===== src/include/iem_pkg.sv =====
// Package holding register map, bit positions and carrier types for the interrupt enable mask block.
// Contract
// - Receive-error enable D2 gates receive-error flag.
// - Transmit-error enable D3 gates transmit-error flag.
// - Ring-full enable D4 gates overwrite-warning flag.
// - Tally-overflow enable D5 gates counter-overflow flag.
// - Host-transfer-done enable D6 gates completion flag.
// - Interrupt when any flag and enable set.
// - Mask resets to all zeros.
// - Reset status bit 7 never interrupts, unwritable.
// - Tally flag sets on any counter MSB.
package iem_pkg;

   // Register byte offsets on the APB bus.
   localparam logic [11:0] IEM_MASK_OFS = 12'h000;
   localparam logic [11:0] IEM_FLAG_OFS = 12'h004;
   localparam logic [11:0] IEM_INTSTAT_OFS = 12'h008;

   // Bit positions shared by the mask and the flag register.
   localparam int RX_OK_BIT = 0;
   localparam int TX_OK_BIT = 1;
   localparam int RX_FAULT_BIT = 2;
   localparam int TX_FAULT_BIT = 3;
   localparam int RING_FULL_BIT = 4;
   localparam int TALLY_OVF_BIT = 5;
   localparam int HOST_DONE_BIT = 6;
   localparam int RESET_STAT_BIT = 7;

   // Reset values and the writable parts of the mask and the flag register.
   localparam logic [7:0] IEM_MASK_RST = 8'h00;
   localparam logic [7:0] IEM_FLAG_RST = 8'h80;
   localparam logic [7:0] IEM_MASK_WMASK = 8'h7F;
   localparam logic [7:0] IEM_FLAG_WMASK = 8'h7F;

   // Event pulses coming from the controller core.
   typedef struct packed {
      logic hostDone;
      logic ringFull;
      logic txFault;
      logic rxFault;
      logic txOk;
      logic rxOk;
   } iem_events_t;

endpackage


===== src/design/iem_interrupt_enable_mask.sv =====
// Interrupt enable mask, flag register and host interrupt line behind an APB slave.
`timescale 1ns/1ps
module iem_interrupt_enable_mask
   import iem_pkg::*;
#(
   parameter int TALLY_COUNT = 3
) (
   input wire logic sys_clk,
   input wire logic nrst,
   input wire logic psel,
   input wire logic penable,
   input wire logic pwrite,
   input wire logic [11:0] paddr,
   input wire logic [31:0] pwdata,
   output logic [31:0] prdata,
   output logic pready,
   output logic pslverr,
   input wire iem_events_t coreEvents,
   input wire logic [TALLY_COUNT-1:0] tallyMsb,
   input wire logic enterReset,
   input wire logic startCommand,
   output logic hostIrq
);

   // Elaboration check on the number of tally counters.
   if (TALLY_COUNT < 1 || TALLY_COUNT > 8) begin : gBadTally
      $error("TALLY_COUNT must be 1 to 8");
   end

   logic [7:0] interrupt_enable_mask_r;
   logic [7:0] interrupt_flag_register_r;
   logic [7:0] flagSet;
   logic [TALLY_COUNT-1:0] tallyMsbPrev_r;
   logic tallyRise;
   logic accessCycle;
   logic wrMask;
   logic wrFlag;
   logic [7:0] pendingVec;
   logic rdErr;
   logic [31:0] rdData;

   // Decode one address against a register offset.
   function automatic logic hitOfs(input logic [11:0] a, input logic [11:0] ofs);
      hitOfs = (a == ofs);
   endfunction

   // Zero-wait-state slave: the access phase completes in its first cycle.
   assign accessCycle = psel && penable;
   assign wrMask = accessCycle && pwrite && hitOfs(paddr, IEM_MASK_OFS);
   assign wrFlag = accessCycle && pwrite && hitOfs(paddr, IEM_FLAG_OFS);

   // A tally flag rises on a 0-to-1 change of any counter MSB, so a held MSB cannot re-set a cleared flag.
   always_ff @(posedge sys_clk or negedge nrst) begin
      if (!nrst) begin
         tallyMsbPrev_r <= '0;
      end else begin
         tallyMsbPrev_r <= tallyMsb;
      end
   end
   assign tallyRise = |(tallyMsb & ~tallyMsbPrev_r);

   // Hardware set vector; the set does not look at the mask at all.
   always_comb begin
      flagSet = 8'h00;
      flagSet[RX_OK_BIT] = coreEvents.rxOk;
      flagSet[TX_OK_BIT] = coreEvents.txOk;
      flagSet[RX_FAULT_BIT] = coreEvents.rxFault;
      flagSet[TX_FAULT_BIT] = coreEvents.txFault;
      flagSet[RING_FULL_BIT] = coreEvents.ringFull;
      flagSet[TALLY_OVF_BIT] = tallyRise;
      flagSet[HOST_DONE_BIT] = coreEvents.hostDone;
   end

   // Mask register: bit 7 is never stored, so it always reads zero.
   always_ff @(posedge sys_clk or negedge nrst) begin
      if (!nrst) begin
         interrupt_enable_mask_r <= IEM_MASK_RST;
      end else if (wrMask) begin
         interrupt_enable_mask_r <= pwdata[7:0] & IEM_MASK_WMASK;
      end
   end

   // Flag register: write one to clear, and a set in the same cycle wins over the clear.
   always_ff @(posedge sys_clk or negedge nrst) begin
      if (!nrst) begin
         interrupt_flag_register_r <= IEM_FLAG_RST;
      end else begin
         interrupt_flag_register_r[6:0] <= (interrupt_flag_register_r[6:0]
            & ~(wrFlag ? pwdata[6:0] & IEM_FLAG_WMASK[6:0] : 7'h00)) | flagSet[6:0];
         // Reset status follows the core only; software writes cannot touch it.
         if (enterReset) begin
            interrupt_flag_register_r[RESET_STAT_BIT] <= 1'b1;
         end else if (startCommand) begin
            interrupt_flag_register_r[RESET_STAT_BIT] <= 1'b0;
         end
      end
   end

   // Per-source gating; the reset status bit is excluded by the mask's bit 7 being zero.
   assign pendingVec = interrupt_flag_register_r & interrupt_enable_mask_r & IEM_MASK_WMASK;

   // Interrupt line is registered so the output comes straight from a flip-flop.
   always_ff @(posedge sys_clk or negedge nrst) begin
      if (!nrst) begin
         hostIrq <= 1'b0;
      end else begin
         hostIrq <= |pendingVec;
      end
   end

   // Read mux; unmapped addresses answer with an error and zero data.
   always_comb begin
      rdData = 32'h0000_0000;
      rdErr = 1'b0;
      if (hitOfs(paddr, IEM_MASK_OFS)) begin
         rdData = {24'h000000, interrupt_enable_mask_r};
      end else if (hitOfs(paddr, IEM_FLAG_OFS)) begin
         rdData = {24'h000000, interrupt_flag_register_r};
      end else if (hitOfs(paddr, IEM_INTSTAT_OFS)) begin
         rdData = {24'h000000, pendingVec};
      end else begin
         rdErr = 1'b1;
      end
   end

   // Response registers: pready rises in the cycle after setup, giving one access cycle.
   always_ff @(posedge sys_clk or negedge nrst) begin
      if (!nrst) begin
         pready <= 1'b0;
         prdata <= 32'h0000_0000;
         pslverr <= 1'b0;
      end else begin
         pready <= psel && !penable;
         prdata <= (psel && !penable && !pwrite) ? rdData : 32'h0000_0000;
         pslverr <= psel && !penable && rdErr;
      end
   end

   // Assertions guarding the mask and interrupt behaviour.
   // The checks fall into nine groups.
   // The first group proves that an enabled flag always reaches the interrupt line one edge later.
   // The second group proves that a cleared enable bit keeps its source out of the pending vector.
   // The fourth and fifth groups cover the flag register itself: hardware sets, software clears and the race between them.
   // The last group watches the bus answer, since the master counts on a single access cycle.
   // Every check except mask_reset_zero_a is disabled during reset, because the flops are held at constants there.
   // The reset status bit gets checks of its own, because it follows the core and never the bus.
   // A user must know that the interrupt line lags the flag by one edge.
   // That lag was accepted so that the line comes straight from a flip-flop and cannot glitch.
   // The tally flag reacts to a rising counter MSB only.
   // A counter that keeps its MSB set therefore raises one interrupt, not a stream of them.
   logic [7:0] pendPast;
   logic [7:0] maskWrVal;
   assign pendPast = interrupt_flag_register_r & interrupt_enable_mask_r;
   assign maskWrVal = pwdata[7:0] & IEM_MASK_WMASK;

   // Enabled flags raise the line on the next edge.
   rx_fault_gate_a: assert property (@(posedge sys_clk) disable iff (!nrst)
      (interrupt_flag_register_r[RX_FAULT_BIT] && interrupt_enable_mask_r[RX_FAULT_BIT]) |=> hostIrq)
      else $error("Enabled receive fault did not raise interrupt");
   tx_fault_gate_a: assert property (@(posedge sys_clk) disable iff (!nrst)
      (interrupt_flag_register_r[TX_FAULT_BIT] && interrupt_enable_mask_r[TX_FAULT_BIT]) |=> hostIrq)
      else $error("Enabled transmit fault did not raise interrupt");
   ring_full_gate_a: assert property (@(posedge sys_clk) disable iff (!nrst)
      (interrupt_flag_register_r[RING_FULL_BIT] && interrupt_enable_mask_r[RING_FULL_BIT]) |=> hostIrq)
      else $error("Enabled ring full did not raise interrupt");
   tally_gate_a: assert property (@(posedge sys_clk) disable iff (!nrst)
      (interrupt_flag_register_r[TALLY_OVF_BIT] && interrupt_enable_mask_r[TALLY_OVF_BIT]) |=> hostIrq)
      else $error("Enabled tally overflow did not raise interrupt");
   host_done_gate_a: assert property (@(posedge sys_clk) disable iff (!nrst)
      (interrupt_flag_register_r[HOST_DONE_BIT] && interrupt_enable_mask_r[HOST_DONE_BIT]) |=> hostIrq)
      else $error("Enabled transfer done did not raise interrupt");
   rx_ok_gate_a: assert property (@(posedge sys_clk) disable iff (!nrst)
      (interrupt_flag_register_r[RX_OK_BIT] && interrupt_enable_mask_r[RX_OK_BIT]) |=> hostIrq)
      else $error("Enabled receive done did not raise interrupt");
   tx_ok_gate_a: assert property (@(posedge sys_clk) disable iff (!nrst)
      (interrupt_flag_register_r[TX_OK_BIT] && interrupt_enable_mask_r[TX_OK_BIT]) |=> hostIrq)
      else $error("Enabled transmit done did not raise interrupt");

   // A cleared enable bit keeps its source out of the pending vector.
   // These fail if the gating term is dropped from the pending logic.
   rx_fault_block_a: assert property (@(posedge sys_clk) disable iff (!nrst)
      !interrupt_enable_mask_r[RX_FAULT_BIT] |-> !pendingVec[RX_FAULT_BIT])
      else $error("Masked receive fault is pending");
   tx_fault_block_a: assert property (@(posedge sys_clk) disable iff (!nrst)
      !interrupt_enable_mask_r[TX_FAULT_BIT] |-> !pendingVec[TX_FAULT_BIT])
      else $error("Masked transmit fault is pending");
   ring_full_block_a: assert property (@(posedge sys_clk) disable iff (!nrst)
      !interrupt_enable_mask_r[RING_FULL_BIT] |-> !pendingVec[RING_FULL_BIT])
      else $error("Masked ring full is pending");
   tally_block_a: assert property (@(posedge sys_clk) disable iff (!nrst)
      !interrupt_enable_mask_r[TALLY_OVF_BIT] |-> !pendingVec[TALLY_OVF_BIT])
      else $error("Masked tally overflow is pending");
   host_done_block_a: assert property (@(posedge sys_clk) disable iff (!nrst)
      !interrupt_enable_mask_r[HOST_DONE_BIT] |-> !pendingVec[HOST_DONE_BIT])
      else $error("Masked transfer done is pending");
   rx_ok_block_a: assert property (@(posedge sys_clk) disable iff (!nrst)
      !interrupt_enable_mask_r[RX_OK_BIT] |-> !pendingVec[RX_OK_BIT])
      else $error("Masked receive done is pending");
   tx_ok_block_a: assert property (@(posedge sys_clk) disable iff (!nrst)
      !interrupt_enable_mask_r[TX_OK_BIT] |-> !pendingVec[TX_OK_BIT])
      else $error("Masked transmit done is pending");

   // The reserved mask bit stays clear, and the line follows the pending vector both ways.
   mask_bit7_zero_a: assert property (@(posedge sys_clk) disable iff (!nrst)
      !interrupt_enable_mask_r[7])
      else $error("Reserved mask bit became set");
   irq_cause_a: assert property (@(posedge sys_clk) disable iff (!nrst)
      hostIrq |-> $past(|pendPast[6:0]))
      else $error("Interrupt raised without enabled flag");
   irq_drop_a: assert property (@(posedge sys_clk) disable iff (!nrst)
      !(|pendingVec) |=> !hostIrq)
      else $error("Interrupt stayed high with nothing pending");

   // Every event sets its flag whatever the mask holds.
   // A missed set here would hide the event from polling software.
   masked_flag_sets_a: assert property (@(posedge sys_clk) disable iff (!nrst)
      coreEvents.rxFault |=> interrupt_flag_register_r[RX_FAULT_BIT])
      else $error("Flag not set while masked");
   tx_fault_sets_a: assert property (@(posedge sys_clk) disable iff (!nrst)
      coreEvents.txFault |=> interrupt_flag_register_r[TX_FAULT_BIT])
      else $error("Transmit fault flag not set");
   ring_full_sets_a: assert property (@(posedge sys_clk) disable iff (!nrst)
      coreEvents.ringFull |=> interrupt_flag_register_r[RING_FULL_BIT])
      else $error("Ring full flag not set");
   host_done_sets_a: assert property (@(posedge sys_clk) disable iff (!nrst)
      coreEvents.hostDone |=> interrupt_flag_register_r[HOST_DONE_BIT])
      else $error("Transfer done flag not set");
   rx_ok_sets_a: assert property (@(posedge sys_clk) disable iff (!nrst)
      coreEvents.rxOk |=> interrupt_flag_register_r[RX_OK_BIT])
      else $error("Receive done flag not set");
   tx_ok_sets_a: assert property (@(posedge sys_clk) disable iff (!nrst)
      coreEvents.txOk |=> interrupt_flag_register_r[TX_OK_BIT])
      else $error("Transmit done flag not set");

   // Software clears by writing one; a set in the same cycle wins.
   // Losing that race would silently drop an event.
   flag_set_wins_a: assert property (@(posedge sys_clk) disable iff (!nrst)
      (wrFlag && pwdata[RX_FAULT_BIT] && coreEvents.rxFault) |=> interrupt_flag_register_r[RX_FAULT_BIT])
      else $error("Clear beat a simultaneous set");
   flag_w1c_a: assert property (@(posedge sys_clk) disable iff (!nrst)
      (wrFlag && pwdata[TX_FAULT_BIT] && !coreEvents.txFault) |=> !interrupt_flag_register_r[TX_FAULT_BIT])
      else $error("Write one did not clear flag");

   // Mask writes land as written, minus the reserved bit, and nothing else moves the mask.
   mask_write_a: assert property (@(posedge sys_clk) disable iff (!nrst)
      wrMask |=> interrupt_enable_mask_r == $past(maskWrVal))
      else $error("Mask write did not land");
   mask_hold_a: assert property (@(posedge sys_clk) disable iff (!nrst)
      !wrMask |=> $stable(interrupt_enable_mask_r))
      else $error("Mask changed without a write");
   mask_reset_zero_a: assert property (@(posedge sys_clk)
      $rose(nrst) |-> interrupt_enable_mask_r == IEM_MASK_RST)
      else $error("Mask not zero after reset");

   // Reset status follows the core controls only.
   // Entering reset wins over a start in the same cycle.
   reset_stat_write_a: assert property (@(posedge sys_clk) disable iff (!nrst)
      (wrFlag && !enterReset && !startCommand) |=> $stable(interrupt_flag_register_r[RESET_STAT_BIT]))
      else $error("Software write changed reset status");
   reset_stat_set_a: assert property (@(posedge sys_clk) disable iff (!nrst)
      enterReset |=> interrupt_flag_register_r[RESET_STAT_BIT])
      else $error("Reset entry did not set status");
   reset_stat_clr_a: assert property (@(posedge sys_clk) disable iff (!nrst)
      (startCommand && !enterReset) |=> !interrupt_flag_register_r[RESET_STAT_BIT])
      else $error("Start did not clear reset status");

   // The tally flag sets on a rising MSB and a held MSB cannot undo a clear.
   tally_set_a: assert property (@(posedge sys_clk) disable iff (!nrst)
      ($rose(|tallyMsb) && tallyMsbPrev_r == '0) |=> interrupt_flag_register_r[TALLY_OVF_BIT])
      else $error("Tally MSB did not set overflow flag");
   tally_held_a: assert property (@(posedge sys_clk) disable iff (!nrst)
      (tallyMsb == tallyMsbPrev_r && wrFlag && pwdata[TALLY_OVF_BIT]) |=> !interrupt_flag_register_r[TALLY_OVF_BIT])
      else $error("Held tally MSB set the flag again");

   // Bus answer: one ready pulse per transfer, error and data only alongside it.
   // The master relies on the data being zero outside the answer cycle.
   ready_pulse_a: assert property (@(posedge sys_clk) disable iff (!nrst)
      pready |=> !pready)
      else $error("Ready stayed high for two cycles");
   err_with_ready_a: assert property (@(posedge sys_clk) disable iff (!nrst)
      pslverr |-> pready)
      else $error("Error answer without ready");
   rdata_idle_a: assert property (@(posedge sys_clk) disable iff (!nrst)
      !pready |-> prdata == 32'h0000_0000)
      else $error("Read data shown outside answer cycle");

   // Main scenarios that the bench is expected to reach.
   irq_seen_c: cover property (@(posedge sys_clk) disable iff (!nrst) $rose(hostIrq));
   mask_write_c: cover property (@(posedge sys_clk) disable iff (!nrst) wrMask && pwdata[6:2] != 5'h00);
   clear_race_c: cover property (@(posedge sys_clk) disable iff (!nrst) wrFlag && |flagSet[6:0]);
   masked_event_c: cover property (@(posedge sys_clk) disable iff (!nrst)
      coreEvents.txFault && !interrupt_enable_mask_r[TX_FAULT_BIT]);
   reset_stat_c: cover property (@(posedge sys_clk) disable iff (!nrst)
      $rose(interrupt_flag_register_r[RESET_STAT_BIT]));

endmodule


===== config.mk =====
export PLATFORM = sky130hd
export DESIGN_NAME = iem_interrupt_enable_mask
export DESIGN_NICKNAME = d
export VERILOG_FILES = /design/src/include/iem_pkg.sv /design/src/design/iem_interrupt_enable_mask.sv
export SDC_FILE = /design/constraint.sdc
export NUM_CORES = 1
export LEC_CHECK = 0
export ABC_AREA = 1
export BUFFER_PORTS_ARGS = -buffer_cell sky130_fd_sc_hd__buf_2
export CAP_MARGIN = 25
export CORE_ASPECT_RATIO = 0.6
export CORE_UTILIZATION = 44
export CTS_CLUSTER_SIZE = 8
export DETAILED_ROUTE_END_ITERATION = 10
export PLACE_DENSITY = 0.78
export REMOVE_ABC_BUFFERS = 1
export SLEW_MARGIN = 0
export SYNTH_ARGS = -nofsm -noshare
export SYNTH_HDL_FRONTEND = slang
export SYNTH_SLANG_ARGS = --single-unit

===== constraint.sdc =====
create_clock -name sys_clk -period 1.1 [get_ports sys_clk]
set_input_delay 0.055 -clock sys_clk [delete_from_list [all_inputs] [get_ports sys_clk]]
set_output_delay 0.055 -clock sys_clk [all_outputs]
set_load 0.02 [all_outputs]

==> results.json, run 1 <==
{
  "grt_overflow": 0,
  "place_area_mm2": 0.00193,
  "synthesis.area_mm2": 0.00164,
  "pre_cts_slack_ns": -0.0154,
  "period_needed_ns": 0.959,
  "clkSlewWorstSetupHoldPaths_ns": 0.06,
  "cp_max_fo": 3,
  "grt_first_pass_wirelength_um": 5520,
  "grt_pass1_vias": 1215,
  "cts-resized-gates": 0,
  "finalSetupViolations": 0,
  "min_period_over_period_pct": 87.1,
  "grt_max_degree": 30,
  "reg2regPathDepth": 4,
  "p_leak_nw": 1.19,
  "drtIter0Drc": 121,
  "cts_sinks": 29,
  "total_power_mw": 2.33,
  "min-delay-path-class": "input pin to register",
  "clock_path_buffers": 2,
  "layout.cells.non_filler": 319,
  "dpl.cell_count": 298,
  "wl_per_cell_um": 11.0,
  "hold_ws_ns": 0.0254,
  "nNetsFinal": 333,
  "slew_violations": 0,
  "fin_ws_ns": 0.141,
  "antenna_left": 0,
  "clock.fmax_ghz": 1.04,
  "power_density_mw_per_mm2": 1070,
  "die_y_um": 49.3,
  "syn_avg_cell_area_um2": 8.11,
  "drc": 0,
  "die_w_um": 80.8,
  "worst_ep_required_time_ns": 1.25,
  "cpPeakStageDelay_ns": 0.41,
  "peakVddDrop_mv": 0.736,
  "start_util_pct": 48.1,
  "h-tree-depth": 2,
  "portBuffers": 45,
  "via_count": 1414,
  "nFillCells": 303,
  "dp_hpwl_um": 2500,
  "core_mm2": 0.00340,
  "path_cells": "nand2_1 > inv_1 > o211ai_1 > a21oi_1",
  "drive_above_1_share_pct": 28.5,
  "yosys_warnings": 0,
  "path_class": "register to register",
  "cts_tree": "built",
  "cts_made_buffers": 5,
  "grt_use_met3_pct": 6.92,
  "crit_slowest_cell": "dfrtp_1",
  "cp.arrival_ns": 1.11,
  "met1_usage_pct": 27.4,
  "clk_latency_ns": 0.27,
  "rows": 16,
  "synthDominantCellAreaShare_pct": 42.8,
  "gp_congestion": 0.883,
  "holdPathStages": 3,
  "cts_root_buf": "clkbuf_8",
  "synth_seq_cells": 29,
  "grtUsageTotal_pct": 19.4,
  "io_pins": 95,
  "start_kind": "register",
  "synthToLayoutAreaGrowth_pct": 32.2,
  "vias_per_cell": 4.43,
  "diodes": 0,
  "synth_largest_area_cell": "dfrtp_1",
  "wirelength_um": 3500,
  "antenna_found_initial": 0,
  "cap_violations": 0,
  "busiest_layer": "met1",
  "rsz0062_at_grt": "no",
  "synth-seq-area-share_pct": 44.4,
  "end_kind": "register",
  "syn_inst": 202,
  "die_area_mm2": 0.00398,
  "yosys-top-cells-area": "dfrtp_1 43%, buf_4 11%, nand2_1 11%",
  "firstDrtPassIters": 4,
  "hold_violations": 0,
  "synth.distinct_cells": 26,
  "status": "finished, final reports clean",
  "design_area_mm2": 0.00217,
  "fin_worst_skew_ns": 0.00391,
  "grt_util_met2_pct": 26.0
}
## report_power, final
group	internal (mW)	total (mW)	switching, mW
registers	1.08	1.09	0.00425
clock network	0.564	0.938	0.374
logic	0.118	0.303	0.185
## per-stage QoR
step | setup TNS [ns] | util (%)
2_1_floorplan | -4.18 | -
3_3_place_gp | -0.000752 | 56.8
3_5_place_dp | -0.0664 | 56.8
4_1_cts | 0 | 63.6
5_1_grt | 0 | 63.6
6_report | 0 | 63.6
## synth_stat cells, drive strengths merged
| cell type | number |
|---|---|
| a21oi | 8 |
| and3 | 1 |
| buf | 30 |
| clkinv | 1 |
| conb | 1 |
| dfrtp | 28 |
| dfstp | 1 |
| inv | 26 |
| nand2 | 51 |
| nand3 | 23 |
| nand4 | 8 |
| nor2 | 11 |
| nor3 | 2 |
| o211ai | 7 |
| o21bai | 1 |
| o22ai | 1 |
| or2 | 2 |
## worst paths after layout
path,start,to,slack (ns)
setup / recovery,interrupt_flag_register_r[1],prdata[1],0.14
hold / removal,pwdata[0],interrupt_enable_mask_r[0],0.03
setup reg to reg,interrupt_flag_register_r[1],prdata[1],0.14
hold reg to reg,interrupt_flag_register_r[7],interrupt_flag_register_r[7],0.48
max in group asynchronous,nrst,interrupt_flag_register_r[7],0.48
min in group asynchronous,nrst,interrupt_flag_register_r[3],0.31
## worst max-delay path, delay by kind of cell, from the launching register on
kind | cells | cell delay, ns
buffers and inverters | 1 | 0.05
flip-flops | 1 | 0.41
AO/OA/AOI/OAI | 2 | 0.27
AND/OR/NAND/NOR | 1 | 0.10
## final cells by class
class	instances	area [um2]	share of cell area [%]
tap	45	56.3	2.60
inverter	27	106	4.91
clock inverter	1	5.00	0.231
multi-input combinational	139	672	31.0
clock buffer	7	96.3	4.45
sequential	29	727	33.6
timing repair buffer	71	503	23.2
## registers in the layout (all words and copies together), names as in the netlist
name,count
pslverr,1
interrupt_enable_mask_r,7
tallyMsbPrev_r,3
pready,1
interrupt_flag_register_r,8
prdata,8
hostIrq,1
## what timing repair did
item,CTS,global route
buffers inserted,0,0
hold buffers,13,0
setup endpoints to repair,0,0
endpoints found under the hold margin,39,0
## logic make-up after synthesis
logic type / synth area share (%)
AO/OA/AOI/OAI: 6.49
buffers and inverters: 19.9
flip-flops: 44.4
other: 0.229
AND/OR/NAND/NOR: 29.0
## layer usage
metal	wire [um]	vias to the layer above
li1	-	737
met1	1710	623
met2	1520	52
met3	233	2
met4	25	0
met5	0	-
## cell usage in the layout, fill, tap and decap left out, drive strengths merged, types with 8 or more instances in the layout
cell type,Yosys,layout
buf,30,58
nand2,51,51
dfrtp,28,28
inv,26,26
conb,1,24
nand3,23,23
dlygate4sd3,0,13
nor2,11,11
a21oi,8,8
nand4,8,8
(Power assumes the default switching activity.)
==> run 2: changes to the inputs <==
--- a/config.mk
+++ b/config.mk
@@ -14,6 +14,7 @@
 export DETAILED_ROUTE_END_ITERATION = 10
 export PLACE_DENSITY = 0.78
 export REMOVE_ABC_BUFFERS = 1
+export SETUP_SLACK_MARGIN = 0.4
 export SLEW_MARGIN = 0
 export SYNTH_ARGS = -nofsm -noshare
 export SYNTH_HDL_FRONTEND = slang
==> results.json, run 2 (synthesis results as in run 1) <==
{
  "place_area_mm2": 0.00193,
  "min_period_over_period_pct": 86.1,
  "grt_first_pass_wirelength_um": 6320,
  "die_y_um": 49.3,
  "met1_usage_pct": 28.5,
  "cts_tree": "built",
  "busiest_layer": "met2",
  "reg_top3": "interrupt_flag_register_r x8, prdata x8, interrupt_enable_mask_r x7",
  "p_leak_nw": 1.33,
  "grt_util_met2_pct": 32.8,
  "cpPeakStageDelay_ns": 0.41,
  "grt_pass1_vias": 1400,
  "min-delay-path-class": "input pin to register",
  "grtUsageTotal_pct": 22.1,
  "holdPathStages": 3,
  "dp_hpwl_um": 2500,
  "rows": 16,
  "cp_top_family": "flip-flops",
  "final_common_cell": "nand2_1",
  "reg2regPathDepth": 4,
  "power_density_mw_per_mm2": 921,
  "vias_per_cell": 4.71,
  "final_cell_mix": "36 x nand2_1, 28 x dfrtp_1, 28 x buf_2",
  "end_kind": "register",
  "cts_made_buffers": 5,
  "drc": 0,
  "design_area_mm2": 0.00261,
  "firstDrtPassIters": 4,
  "diodes": 0,
  "drtIter0Drc": 82,
  "antenna_left": 0,
  "path_class": "register to register",
  "fin_util_pct": 76.6,
  "cts_root_buf": "clkbuf_8",
  "fin_worst_skew_ns": 0.00700,
  "start_util_pct": 48.1,
  "grt_overflow": 0,
  "start_kind": "register",
  "worst_ep_required_time_ns": 1.26,
  "cap_violations": 0,
  "path_cells": "nand2_1 > inv_1 > o211ai_1 > a21oi_1",
  "die_area_mm2": 0.00398,
  "hold_violations": 0,
  "clk_latency_ns": 0.28,
  "peakVddDrop_mv": 0.756,
  "cp_max_fo": 2,
  "path_buf_inv": 1,
  "crit_slowest_cell": "dfrtp_1",
  "timing.rr.end": "prdata[1]",
  "h-tree-depth": 2,
  "clock_path_buffers": 2,
  "holdPathEnd": "interrupt_flag_register_r[5]",
  "cts_sinks": 29,
  "io_pins": 95,
  "cp.arrival_ns": 1.10,
  "gp_congestion": 0.883,
  "status": "finished, final reports clean",
  "die_w_um": 80.8,
  "nFillCells": 238,
  "rsz0062_at_grt": "yes",
  "grt_max_degree": 30,
  "slew_violations": 0,
  "clock.fmax_ghz": 1.06,
  "core_mm2": 0.00340,
  "portBuffers": 45,
  "via_count": 1598,
  "drive_above_1_share_pct": 42.5,
  "synthToLayoutAreaGrowth_pct": 59.1,
  "period_needed_ns": 0.947,
  "rrSetupSlack_ns": 0.15,
  "clkSlewWorstSetupHoldPaths_ns": 0.06,
  "nNetsFinal": 353,
  "wl_per_cell_um": 13.2,
  "finalSetupViolations": 0,
  "antenna_found_initial": 0,
  "wirelength_um": 4480,
  "r2r-start": "interrupt_flag_register_r[1]",
  "worstHoldStart": "tallyMsb[2]",
  "grt_use_met3_pct": 8.60
}
-- run 2: report_power, final --
group          switching, mW  internal, mW  total (mW)  leakage [nW]
logic                  0.209         0.144       0.353         0.921
clock network          0.395         0.564       0.959        0.0542
registers            0.00656          1.08        1.09         0.356
-- run 2: timing repair --
action,in CTS,in global routing
buffers inserted,14,6
pin swaps,18,20
hold endpoints to repair,40,1
gates resized for setup,53,23
hold buffers,13,1
endpoints found under the setup margin,36,37
-- run 2: layout make-up --
class | instances | area, um2 | area share, %
Clock inverter | 1 | 5.00 | 0.192
Sequential cell | 29 | 727 | 27.9
Multi-Input combinational cell | 139 | 788 | 30.2
Tap cell | 45 | 56.3 | 2.16
Inverter | 27 | 114 | 4.37
Timing Repair Buffer | 91 | 820 | 31.4
Clock buffer | 7 | 96.3 | 3.70
-- run 2: layer usage --
layer	share of wire (%)	wire length (um)	up-vias
li1	-	-	781
met1	42	1870	735
met2	49	2210	74
met3	7.1	317	8
met4	2.1	94	0
met5	0	0	-
-- run 2: how the worst max path moves through the flow --
stage / start / to / slack (ns) / cells after the start
floorplan: paddr[11] / interrupt_enable_mask_r[0] / -0.31 / 8
global placement: paddr[11] / interrupt_enable_mask_r[1] / -0.0008 / 10
detailed placement: paddr[11] / interrupt_enable_mask_r[4] / -0.02 / 10
CTS: interrupt_enable_mask_r[6] / hostIrq / 0.16 / 4
global route: interrupt_flag_register_r[6] / hostIrq / 0.09 / 4
finish: interrupt_flag_register_r[1] / prdata[1] / 0.15 / 4
-- run 2: per-stage QoR --
stage / power (mW) / TNS, ns / setup slack [ns] / cells / hold WS, ns
floorplan: 1.24 / -4.18 / -0.309 / 195 / -0.241
global placement: 1.37 / -0.000752 / -0.000752 / 298 / 0.0739
detailed placement: 1.37 / -0.0664 / -0.0154 / 298 / 0.0801
CTS: 2.38 / 0 / 0.157 / 333 / 0.0141
global route: 2.50 / 0 / 0.0907 / 339 / 0.0105
finish: 2.40 / 0 / 0.153 / 339 / 0.00119
-- run 2: tightest hold or removal path, delay by kind of cell --
family / cells / cell delay, ns
simple gates: 1 / 0.05
buf+inv: 1 / 0.10
compound gates: 1 / 0.05
==> run 3: changes to the inputs <==
--- a/config.mk
+++ b/config.mk
@@ -12,6 +12,7 @@
 export CORE_UTILIZATION = 44
 export CTS_CLUSTER_SIZE = 8
 export DETAILED_ROUTE_END_ITERATION = 10
+export GPL_ROUTABILITY_DRIVEN = 1
 export PLACE_DENSITY = 0.78
 export REMOVE_ABC_BUFFERS = 1
 export SETUP_SLACK_MARGIN = 0.4
==> constraint.sdc (replaced) <==
create_clock -name sys_clk -period 1.1 [get_ports sys_clk]
set_input_delay 0.11 -clock sys_clk [delete_from_list [all_inputs] [get_ports sys_clk]]
set_output_delay 0.11 -clock sys_clk [all_outputs]
set_load 0.02 [all_outputs]
==> results.json, run 3 (synthesis results as in run 1) <==
{
  "period_needed_ns": 0.964,
  "worst_ep_required_time_ns": 1.24,
  "path_class": "register to register",
  "die_w_um": 80.8,
  "clock_path_buffers": 2,
  "drive_above_1_share_pct": 42.9,
  "reg_top3": "interrupt_flag_register_r x8, prdata x8, interrupt_enable_mask_r x7",
  "setup_tns_ns": 0,
  "cap_violations": 0,
  "wl_per_cell_um": 12.7,
  "cp.arrival_ns": 1.10,
  "crit_slowest_cell": "dfrtp_1",
  "place_area_mm2": 0.00191,
  "design_area_mm2": 0.00246,
  "fin_util_pct": 72.2,
  "clk_latency_ns": 0.28,
  "die_area_mm2": 0.00398,
  "cts_sinks": 29,
  "status": "finished with violations",
  "nNetsFinal": 341,
  "grt_pass1_vias": 1377,
  "h-tree-depth": 2,
  "clkSlewWorstSetupHoldPaths_ns": 0.06,
  "cpPeakStageDelay_ns": 0.39,
  "cts_tree": "built",
  "final_cell_mix": "36 x nand2_1, 28 x dfrtp_1, 26 x buf_2",
  "antenna_found_initial": 0,
  "cp_max_fo": 2,
  "total_power_mw": 2.37,
  "hold_buffers": 4,
  "hold_violations": 28,
  "fin_worst_skew_ns": 0.00297,
  "final_common_cell": "nand2_1",
  "die_y_um": 49.3,
  "start_kind": "register",
  "via_count": 1514,
  "finalSetupViolations": 0,
  "power_density_mw_per_mm2": 965,
  "drtIter0Drc": 98,
  "dp_hpwl_um": 2500,
  "grt_max_degree": 30,
  "wirelength_um": 4160,
  "clock.fmax_ghz": 1.04,
  "firstDrtPassIters": 6,
  "grt_first_pass_wirelength_um": 6260,
  "vias_per_cell": 4.63,
  "grt_overflow": 0,
  "antenna_left": 0,
  "drc": 0,
  "diodes": 0,
  "core_mm2": 0.00340,
  "synthToLayoutAreaGrowth_pct": 50.1,
  "slew_violations": 0,
  "min-delay-path-class": "input pin to async pin",
  "grt_use_met3_pct": 6.36,
  "cts_root_buf": "clkbuf_8",
  "start_util_pct": 48.1,
  "hold_ws_ns": -0.178,
  "cts_made_buffers": 5,
  "busiest_layer": "met2",
  "layout.cells.non_filler": 327,
  "grt_util_met2_pct": 31.9,
  "met1_usage_pct": 29.1,
  "grtUsageTotal_pct": 21.5,
  "nFillCells": 275,
  "p_leak_nw": 1.26,
  "portBuffers": 45,
  "gp_congestion": 0.834,
  "rsz0062_at_grt": "yes",
  "end_kind": "register",
  "dpl.cell_count": 298,
  "min_period_over_period_pct": 87.6,
  "rows": 16,
  "pre_cts_slack_ns": -0.0580,
  "path_cells": "nand2_1 > inv_2 > nor3_2 > nand4_1",
  "violations": "negative hold slack",
  "io_pins": 95,
  "fin_ws_ns": 0.136,
  "peakVddDrop_mv": 0.737
}
## run 3: changes by cell type in the layout (fill, tap and decap cells not counted), moves of 2 or more
cell and change:
buf_12 -2, buf_4 +3, dlygate4sd3_1 -8, nor2_2 -2, nor2_1 +2, buf_2 -2
## run 3: routing by layer
layer,share of wire (%),vias to the layer above
met5,0,-
met4,2.9,0
met3,5.5,11
met2,46,62
met1,45,688
li1,-,753
## run 3: worst paths after layout
| check | to | cells after the start | slack, ns | from |
|---|---|---|---|---|
| setup / recovery | hostIrq | 4 | 0.14 | interrupt_flag_register_r[2] |
| hold / removal | interrupt_flag_register_r[0] | 2 | -0.18 | nrst |
| setup reg to reg | hostIrq | 4 | 0.14 | interrupt_flag_register_r[2] |
| hold reg to reg | interrupt_flag_register_r[7] | 2 | 0.48 | interrupt_flag_register_r[7] |
| max in group asynchronous | interrupt_flag_register_r[7] | 2 | 0.97 | nrst |
| min in group sys_clk | interrupt_flag_register_r[0] | 3 | 0 | coreEvents[0] |
## run 3: final cells by class
cell class | count | area [um2] | share of cell area, %
multi-input combinational | 139 | 787 | 32.0
inverter | 27 | 114 | 4.63
timing repair buffer | 79 | 673 | 27.4
clock inverter | 1 | 5.00 | 0.204
tap | 45 | 56.3 | 2.29
clock buffer | 7 | 96.3 | 3.92
sequential | 29 | 727 | 29.6
## run 3: repair_timing
item	in CTS	in global routing
endpoints found under the setup margin	36	36
resized for setup	50	23
hold endpoints to repair	32	28
buffers inserted	13	4
pin swaps	14	19
gates cloned	0	0
## run 3: where the power goes
group / leakage, nW / total [mW] / switching (mW) / internal (mW)
Clock: 0.0542 / 0.960 / 0.396 / 0.564
Combinational: 0.845 / 0.327 / 0.200 / 0.127
Sequential: 0.356 / 1.09 / 0.00533 / 1.08
## run 3: critical path, delay by kind of cell, from the launching register on
kind                   cells  cell delay (ns)
and+or+nand+nor            3             0.39
DFF                        1             0.39
buffers and inverters      1             0.04
